--- src/design/l2_parity_pkg.sv ---
// constants and types for the l2 parity page mask and error event block
package l2_parity_pkg;
   localparam logic [3:0] OFS_MASK0 = 4'h0;
   localparam logic [3:0] OFS_MASK1 = 4'h4;
   localparam logic [3:0] OFS_CORR_CNT = 4'h8;
   localparam logic [3:0] OFS_UNCORR_CNT = 4'hC;
   localparam logic [4:0] OFS_STATUS = 5'h10;
   localparam logic [4:0] OFS_CMD = 5'h14;
   localparam logic [4:0] OFS_ADDR = 5'h18;
   localparam int ST_EN_BIT = 0;
   localparam int ST_DATA_ERROR_FLAG_BIT = 4;
   localparam int ST_PROGRAM_ERROR_FLAG_BIT = 5;
   localparam int ST_NERR_BIT = 8;
   localparam int CMD_EN_BIT = 0;
   localparam int CMD_DIS_BIT = 2;
   localparam int CMD_DATA_ERROR_CLEAR_CMD_BIT = 4;
   localparam int CMD_PROGRAM_ERROR_CLEAR_CMD_BIT = 5;
   localparam int PAGE_IDX_LSB = 15;
   localparam logic [7:0] CNT_MAX = 8'hFF;
   localparam logic [7:0] CNT_RESET = 8'h00;
   localparam logic [31:0] MASK_RESET = 32'h00000000;
   localparam int PACKET_BITS = 256;

   // one access on a memory access port
   typedef struct packed {
      logic valid;
      logic write;
      logic debug;
      logic [8:0] width_bytes;
      logic [31:0] addr;
      logic single_err;
      logic double_err;
   } port_access_t;

   // parity controls handed to the memory array
   typedef struct packed {
      logic check;
      logic gen_parity;
      logic invalidate;
   } port_ctrl_t;
endpackage

--- src/design/l2_parity_events.sv ---
// page mask, error counters, capture and exception logic
//
// Chosen here: the register offsets and the address-and-strobe port.
`timescale 1ns/1ps
module l2_parity_events (
   input wire logic SYS_CLK_I, // 10 MHz clock
   input wire logic RESETN_I, // sync reset, active low
   input wire logic [4:0] ADDR_I, // register byte address
   input wire logic [31:0] WDATA_I, // write data
   input wire logic WR_I, // write strobe
   input wire logic RD_I, // read strobe
   output logic [31:0] RDATA_O, // read data, cycle after strobe
   input wire l2_parity_pkg::port_access_t DPORT_I, // data-side access
   input wire l2_parity_pkg::port_access_t PPORT_I, // program-side access
   output l2_parity_pkg::port_ctrl_t DCTRL_O, // data-side parity control
   output l2_parity_pkg::port_ctrl_t PCTRL_O, // program-side control
   output logic CORRECTED_ERROR_EXCEPTION_O, // corrected exception
   output logic UNCORRECTABLE_ERROR_EXCEPTION_O // uncorrectable exception
);
   logic [31:0] mask0_ff, mask1_ff;
   logic [7:0] corr_cnt_ff, uncorr_cnt_ff;
   logic enable_ff;
   logic data_error_flag_ff, program_error_flag_ff, nerr_ff;
   logic [31:0] err_addr_ff;
   logic [31:0] rdata_ff;
   logic corr_exc_ff, uncorr_exc_ff;
   logic d_on, p_on, d_chk, p_chk;
   logic d_se, d_de, p_se, p_de;
   logic wr_cmd, d_clr, p_clr, pending;
   logic any_de, any_se;
   logic cap_data, cap_new;
   logic [31:0] cap_addr;

   function automatic logic page_on(input logic [31:0] a,
                                    input logic [31:0] m0,
                                    input logic [31:0] m1);
      logic [5:0] pg;
      pg = a[l2_parity_pkg::PAGE_IDX_LSB +: 6];
      page_on = pg[5] ? m1[pg[4:0]] : m0[pg[4:0]];
   endfunction

   // global enable and page bit gate everything
   assign d_on = enable_ff && page_on(DPORT_I.addr, mask0_ff, mask1_ff);
   assign p_on = enable_ff && page_on(PPORT_I.addr, mask0_ff, mask1_ff);
   // debug reads never checked
   assign d_chk = d_on && DPORT_I.valid && !DPORT_I.write && !DPORT_I.debug;
   assign p_chk = p_on && PPORT_I.valid && !PPORT_I.write && !PPORT_I.debug;

   always_comb begin
      DCTRL_O.check = d_chk;
      PCTRL_O.check = p_chk;
      // debug writes generate parity as cpu writes do
      DCTRL_O.gen_parity = d_on && DPORT_I.valid && DPORT_I.write;
      PCTRL_O.gen_parity = p_on && PPORT_I.valid && PPORT_I.write;
      DCTRL_O.invalidate = d_on && DPORT_I.valid && DPORT_I.write &&
         DPORT_I.debug &&
         (DPORT_I.width_bytes < 9'(l2_parity_pkg::PACKET_BITS / 8));
      PCTRL_O.invalidate = p_on && PPORT_I.valid && PPORT_I.write &&
         PPORT_I.debug &&
         (PPORT_I.width_bytes < 9'(l2_parity_pkg::PACKET_BITS / 8));
   end

   assign d_de = d_chk && DPORT_I.double_err;
   assign p_de = p_chk && PPORT_I.double_err;
   assign d_se = d_chk && DPORT_I.single_err && !DPORT_I.double_err;
   assign p_se = p_chk && PPORT_I.single_err && !PPORT_I.double_err;
   assign any_de = d_de || p_de;
   assign any_se = d_se || p_se;

   assign wr_cmd = WR_I && (ADDR_I == l2_parity_pkg::OFS_CMD);
   assign d_clr = wr_cmd && WDATA_I[l2_parity_pkg::CMD_DATA_ERROR_CLEAR_CMD_BIT];
   assign p_clr = wr_cmd && WDATA_I[l2_parity_pkg::CMD_PROGRAM_ERROR_CLEAR_CMD_BIT];
   assign pending = data_error_flag_ff || program_error_flag_ff;

   // uncorrectable first, data side before program side
   always_comb begin
      cap_data = 1'b0;
      cap_addr = 32'h00000000;
      if (d_de) begin
         cap_data = 1'b1;
         cap_addr = DPORT_I.addr;
      end else if (p_de) begin
         cap_addr = PPORT_I.addr;
      end else if (d_se) begin
         cap_data = 1'b1;
         cap_addr = DPORT_I.addr;
      end else if (p_se) begin
         cap_addr = PPORT_I.addr;
      end
   end

   // capture when idle, or uncorrectable over a pending correctable
   assign cap_new = (any_de && !nerr_ff) || (any_se && !pending);

   always_ff @(posedge SYS_CLK_I) begin
      if (!RESETN_I) begin
         mask0_ff <= l2_parity_pkg::MASK_RESET;
         mask1_ff <= l2_parity_pkg::MASK_RESET;
      end else if (WR_I && ADDR_I == 5'(l2_parity_pkg::OFS_MASK0)) begin
         mask0_ff <= WDATA_I;
      end else if (WR_I && ADDR_I == 5'(l2_parity_pkg::OFS_MASK1)) begin
         mask1_ff <= WDATA_I;
      end
   end

   always_ff @(posedge SYS_CLK_I) begin
      if (!RESETN_I) begin
         enable_ff <= 1'b0;
      end else if (wr_cmd && WDATA_I[l2_parity_pkg::CMD_DIS_BIT]) begin
         enable_ff <= 1'b0;
      end else if (wr_cmd && WDATA_I[l2_parity_pkg::CMD_EN_BIT]) begin
         enable_ff <= 1'b1;
      end
   end

   // a new capture wins over a clear in the same cycle
   always_ff @(posedge SYS_CLK_I) begin
      if (!RESETN_I) begin
         data_error_flag_ff <= 1'b0;
         program_error_flag_ff <= 1'b0;
         nerr_ff <= 1'b0;
         err_addr_ff <= 32'h00000000;
      end else if (cap_new) begin
         data_error_flag_ff <= cap_data;
         program_error_flag_ff <= !cap_data;
         nerr_ff <= any_de;
         err_addr_ff <= cap_addr;
      end else if (d_clr || p_clr) begin
         if (d_clr) begin
            data_error_flag_ff <= 1'b0;
         end
         if (p_clr) begin
            program_error_flag_ff <= 1'b0;
         end
         if ((d_clr || !data_error_flag_ff) && (p_clr || !program_error_flag_ff)) begin
            nerr_ff <= 1'b0;
         end
         err_addr_ff <= 32'h00000000;
      end
   end

   // one-cycle exception pulse per capture
   always_ff @(posedge SYS_CLK_I) begin
      if (!RESETN_I) begin
         corr_exc_ff <= 1'b0;
         uncorr_exc_ff <= 1'b0;
      end else begin
         corr_exc_ff <= cap_new && !any_de;
         uncorr_exc_ff <= cap_new && any_de;
      end
   end
   assign CORRECTED_ERROR_EXCEPTION_O = corr_exc_ff;
   assign UNCORRECTABLE_ERROR_EXCEPTION_O = uncorr_exc_ff;

   // saturating counters; an event in the read cycle restarts at one
   always_ff @(posedge SYS_CLK_I) begin
      if (!RESETN_I) begin
         corr_cnt_ff <= l2_parity_pkg::CNT_RESET;
      end else if (RD_I && ADDR_I == 5'(l2_parity_pkg::OFS_CORR_CNT)) begin
         corr_cnt_ff <= 8'(any_se);
      end else if (any_se && corr_cnt_ff != l2_parity_pkg::CNT_MAX) begin
         corr_cnt_ff <= corr_cnt_ff + 8'h01;
      end
   end

   always_ff @(posedge SYS_CLK_I) begin
      if (!RESETN_I) begin
         uncorr_cnt_ff <= l2_parity_pkg::CNT_RESET;
      end else if (RD_I && ADDR_I == 5'(l2_parity_pkg::OFS_UNCORR_CNT)) begin
         uncorr_cnt_ff <= 8'(any_de);
      end else if (any_de && uncorr_cnt_ff != l2_parity_pkg::CNT_MAX) begin
         uncorr_cnt_ff <= uncorr_cnt_ff + 8'h01;
      end
   end

   always_ff @(posedge SYS_CLK_I) begin
      if (!RESETN_I) begin
         rdata_ff <= 32'h00000000;
      end else if (RD_I) begin
         rdata_ff <= 32'h00000000;
         case (ADDR_I)
            5'(l2_parity_pkg::OFS_MASK0): rdata_ff <= mask0_ff;
            5'(l2_parity_pkg::OFS_MASK1): rdata_ff <= mask1_ff;
            5'(l2_parity_pkg::OFS_CORR_CNT): rdata_ff <= {24'h000000, corr_cnt_ff};
            5'(l2_parity_pkg::OFS_UNCORR_CNT): rdata_ff <= {24'h000000, uncorr_cnt_ff};
            l2_parity_pkg::OFS_STATUS: begin
               rdata_ff[l2_parity_pkg::ST_EN_BIT] <= enable_ff;
               rdata_ff[l2_parity_pkg::ST_DATA_ERROR_FLAG_BIT] <= data_error_flag_ff;
               rdata_ff[l2_parity_pkg::ST_PROGRAM_ERROR_FLAG_BIT] <= program_error_flag_ff;
               rdata_ff[l2_parity_pkg::ST_NERR_BIT] <= nerr_ff;
            end
            l2_parity_pkg::OFS_ADDR: rdata_ff <= err_addr_ff;
            default: rdata_ff <= 32'h00000000;
         endcase
      end else begin
         rdata_ff <= 32'h00000000;
      end
   end
   assign RDATA_O = rdata_ff;
endmodule

--- config.mk ---
export PLATFORM = sky130hd
export DESIGN_NAME = l2_parity_events
export DESIGN_NICKNAME = d
export VERILOG_FILES = /design/src/design/l2_parity_pkg.sv /design/src/design/l2_parity_events.sv
export SDC_FILE = /design/constraint.sdc
export NUM_CORES = 1
export LEC_CHECK = 0
export BUFFER_PORTS_ARGS = -buffer_cell sky130_fd_sc_hd__buf_2
export CELL_PAD_IN_SITES_DETAIL_PLACEMENT = 0
export CELL_PAD_IN_SITES_GLOBAL_PLACEMENT = 1
export CORE_ASPECT_RATIO = 0.75
export CORE_MARGIN = 8
export CORE_UTILIZATION = 30
export DETAILED_ROUTE_END_ITERATION = 16
export PLACE_DENSITY = 0.73
export REMOVE_ABC_BUFFERS = 1
export SETUP_SLACK_MARGIN = 0.2
export SYNTH_ARGS = -nofsm -noshare
export SYNTH_HDL_FRONTEND = slang
export SYNTH_SLANG_ARGS = --single-unit
--- constraint.sdc ---
create_clock -name SYS_CLK_I -period 3.2 [get_ports SYS_CLK_I]
set_clock_uncertainty 0.05 [all_clocks]
set_input_delay 0.48 -clock SYS_CLK_I [delete_from_list [all_inputs] [get_ports SYS_CLK_I]]
set_output_delay 0.48 -clock SYS_CLK_I [all_outputs]
set_load 0.01 [all_outputs]
==> implementation parameters <==
Parameter                              Value

Outcome
  Status ... finished clean

Layout
  Area Overhead vs Synth ... 24.3%
  Layout cells sized above 1 ... 28.6%
  Number of nets in the finished design ... 1094
  Layout filler cell count ... 2540
  Area used by sequential logic in the layout ... 3000 µm²
  Final design utilization ... 37.7%
  Post-layout instance area ... 9340 µm²
  Footprint of the multi-input gates ... between 4000 and 5000 µm²

Pwr
  Switching power total ... 0.00106 W
  Peak VDD IR ... 0.000358 V
  Proportion of power drawn by the clock network ... 47.7%
  Static leakage ... 3.77 nW
  Switching power share of the total ... 25.5%
  Power per standard cell area ... 445 nW/µm²
  Logic pwr share ... 7.1%
  Internal power ... ~0.0031 W
  Flop pwr share ... 45.2%

Synth
  Main flop type after synthesis ... sky130_fd_sc_hd__dfxtp_1
  Synthesis warning total ... 0
  Leading post-synthesis cells by cell area ... sky130_fd_sc_hd__dfxtp_1 40%, sky130_fd_sc_hd__nand2_1 8.1%, sky130_fd_sc_hd__mux2i_1 7.6%
  Post-synthesis instance total ... 803
  Share of the synthesized area in the top cell type ... about two fifths
  Yosys cell types ... 72
  Share of synthesized flip-flops with an asynchronous set or reset ... 0%
  Largest area contributor in the netlist ... sky130_fd_sc_hd__dfxtp_1
  Post-Syn Area per Cell ... about 9.4 µm²
  Post-synth design cell area ... roughly 7500 µm²
  Number of synthesized flops with an enable pin ... 0
  FF+latch count, synth ... 150
  Sequential-to-total area share from yosys stat ... 40.0%

STA
  Headroom to the max-slew limit ... 50.6%
  Fin crit share ... ~92%
  RSZ-0062 raised after global routing ... yes
  TNS Setup ... 0 ns
  Number of pins with negative max-slew slack in the final report ... 0
  Hold_ws ... between 0.2 and 0.3 ns
  Setup violation total in the final timing report ... 0
  Worst-margin pin slew ... roughly 0.74 ns
  Maximum operating frequency ... 0.341 GHz
  Min setup slack post-route ... 0.271 ns
  Final worst path period need ... between 2 and 3 ns
  Final Hold Vio Count ... 0

Floorplan
  Ports placed on the boundary ... 173
  Overall die area ... 30400 µm²
  Initial Util ... 30.3%
  Floorplan Core Area ... 24800 µm²
  Die Span X ... just under 200 µm
  Vertical die dimension ... 153 µm
  Cell Rows ... 50

Route
  Total number of vias ... 6918
  # DRC ... 0
  DRT antenna net count ... 0
  Final routed wirelength across all metal layers ... 25100 µm
  Post-Route M1 WL ... roughly 12000 µm
  Top layer reached by signal wires ... met5
  Wire per inst ... 19.1 µm
  Average vias per placed instance ... ~5.3
  Met2 Routed Length ... between 10000 and 15000 µm
  Initial DRC count ... 635
  Amount of wire on met3 after detailed routing ... between 2000 and 2500 µm
  Number of search-and-repair iterations in the first detailed-routing pass ... 9

Global route
  GRT Util Overall ... 16.2%
  Maximum number of pins on one net before global-route repair ... 68
  First-pass GRT wire length ... 39000 µm
  Initial antenna violation count ... 4
  Via count of the first global-routing pass ... between 6k and 7k
  Leftover overflow at the end of global routing ... 0

Setup path
  Logic depth of the worst register-to-register path ... 9
  Signal arrival time at the worst endpoint ... roughly 2.4 ns
  List of cells traversed by the critical path ... buf_2 > buf_12 > mux4_2 > mux2i_1 > nand2_1 > nand4_2 > nor2_1 > a21oi_2 > nor3b_1 > and3_1 > buf_2
  Kind of launch point of the worst setup path ... input port
  CP endpoint kind ... primary output
  Critical setup path kind ... in -> out
  Worst path max stage delay ... roughly 0.55 ns
  Endpoint required time on the critical path ... about 2.7 ns
  Buffers & Inverters on Critical Path ... 3
  Crit-path most repeated cell ... sky130_fd_sc_hd__buf_2
  Family with the most delay on the worst path ... multiplexers
  Max stage delay cell, worst path ... sky130_fd_sc_hd__mux4_2
  Worst r2r dst ... err_addr_ff[8]
  Reg-to-reg slack, setup ... 0.55 ns
  Reg-to-reg startpoint ... mask0_ff[26]
  Largest fanout of any net on the critical path ... 25

Clock network
  Later-pin clock latency in the skew report ... ~0.42 ns
  Clk buf depth ... 2
  Clock tree sinks ... 150
  Post-cts hold buffer count ... 0
  CTS tree ... done
  Cts bufs inserted ... 17
  Clk pin slew, worst setup/hold paths ... around 0.070 ns
  Cell at the root of the clock tree ... sky130_fd_sc_hd__clkbuf_16
  H-tree lvl count ... 4

Flow run
  Max-cap check violation count ... 0

Min path
  Cells on Worst Hold Path ... 3
  Hold EP ... mask0_ff[23]
  Kind of path behind the tightest hold check ... in -> reg
  Hold wc startpoint ... WDATA_I[23]

Placed design
  Placed inst area ... 8760 µm²
  DP Worst Slack ... 0.0215 ns
  Detailed Place HPWL ... between 15000 and 20000 µm
  IO buf count ... roughly 160
  Final weighted congestion in routability-driven placement ... between 0.8 and 0.9
## metrics by stage
step | std cells | power [W]
finish | 1312 | 0.00415
global route | 1310 | 0.00428
CTS | 1310 | 0.00418
detailed placement | 1278 | 0.00221
global placement | 1278 | 0.00221
floorplan | 743 | 0.00203
## cell type report
cell class | count | share of cell area (%)
Timing Repair Buffer | 197 | 12.2
Clock buffer | 18 | 4.59
Sequential cell | 150 | 32.1
Inverter | 11 | 0.442
Antenna cell | 2 | 0.0536
Tap cell | 338 | 4.53
Multi-Input combinational cell | 582 | 44.5
Clock inverter | 14 | 1.51
## worst min-delay path: stages
cell and delay, ns:
sky130_fd_sc_hd__buf_2 0.10, sky130_fd_sc_hd__nand2_1 0.05, sky130_fd_sc_hd__a21oi_1 0.05
## kinds of logic after synthesis
family	share of synthesized area, %
buffers and inverters	5.21
muxes	17.5
AOI/OAI and AO/OA	19.9
xor gates and xnor gates	0.466
adders and majority gates	0.333
DFF	40.0
and+or+nand+nor	16.7
## cells in the mapped netlist (all sizes together), types with 2 or more instances
cell / count
nand2: 162
a31oi: 2
o2bb2ai: 32
o31ai: 3
a211oi: 4
a22oi: 17
a222oi: 24
ha: 2
nand3b: 5
mux2i: 57
a22o: 2
buf: 21
o41ai: 2
o311a: 2
o21ai: 11
nor2: 41
dfxtp: 150
nor4: 3
inv: 11
nor2b: 5
o21bai: 2
mux4: 24
clkbuf: 39
o22ai: 5
or3: 3
nor3: 6
mux2: 14
nor3b: 3
and2: 7
nand4: 7
a21oi: 84
or3b: 2
a221oi: 2
and3: 4
nand3: 20
a2111oi: 2
o311ai: 2
nand2b: 2
xnor2: 4
## worst max-delay path by stage
stage | from | end | slack [ns] | cells past startpoint
CTS | DPORT_I[17] | DCTRL_O[0] | 0.20 | 11
floorplan | ADDR_I[1] | mask0_ff[0] | -1.79 | 5
detailed placement | PPORT_I[17] | err_addr_ff[6] | 0.02 | 11
global placement | PPORT_I[17] | program_error_flag_ff | 0.05 | 11
global route | DPORT_I[17] | DCTRL_O[0] | 0.17 | 11
finish | DPORT_I[17] | DCTRL_O[0] | 0.27 | 11
## cells in the final DEF (no fill, tap or decap), drive strengths merged, types with 5 or more instances in the layout
cell type	instances
buf	197
nand2	162
dfxtp	150
a21oi	84
mux2i	57
nor2	41
o2bb2ai	32
a222oi	24
mux4	24
nand3	20
clkbuf	18
a22oi	17
inv	17
mux2	14
o21ai	11
nand4	7
and2	7
nor3	6
nand3b	5
nor2b	5
o22ai	5
## timing repair
action,CTS,global route
gates resized for setup,1,2
pin swaps,0,0
setup buffers,0,0
gates cloned,0,0
setup endpoints to repair,2,4
endpoints found under the hold margin,0,0
## flip-flops by register name, indices dropped and copies added (netlist names), 8 cells and up
signal and cells:
RDATA_O 32, err_addr_ff 32, mask0_ff 32, mask1_ff 32
corr_cnt_ff 8, uncorr_cnt_ff 8
## power groups by stage
stage / Clock [W] / Sequential, W / Combinational, W
3_3_place_gp: 0 / 0.00192 / 0.000291
5_1_grt: 0.00208 / 0.00188 / 0.000320
3_5_place_dp: 0 / 0.00192 / 0.000292
6_report: 0.00198 / 0.00188 / 0.000295
4_1_cts: 0.00201 / 0.00188 / 0.000294
2_1_floorplan: 0 / 0.00192 / 0.000112
## metal layers
metal  track usage (%)  vias up
met5                 0        -
met4              3.56        8
met2              23.9      242
met3              4.17       25
li1                  -     3295
met1              23.2     3348
Power figures use the tool's default switching activity.
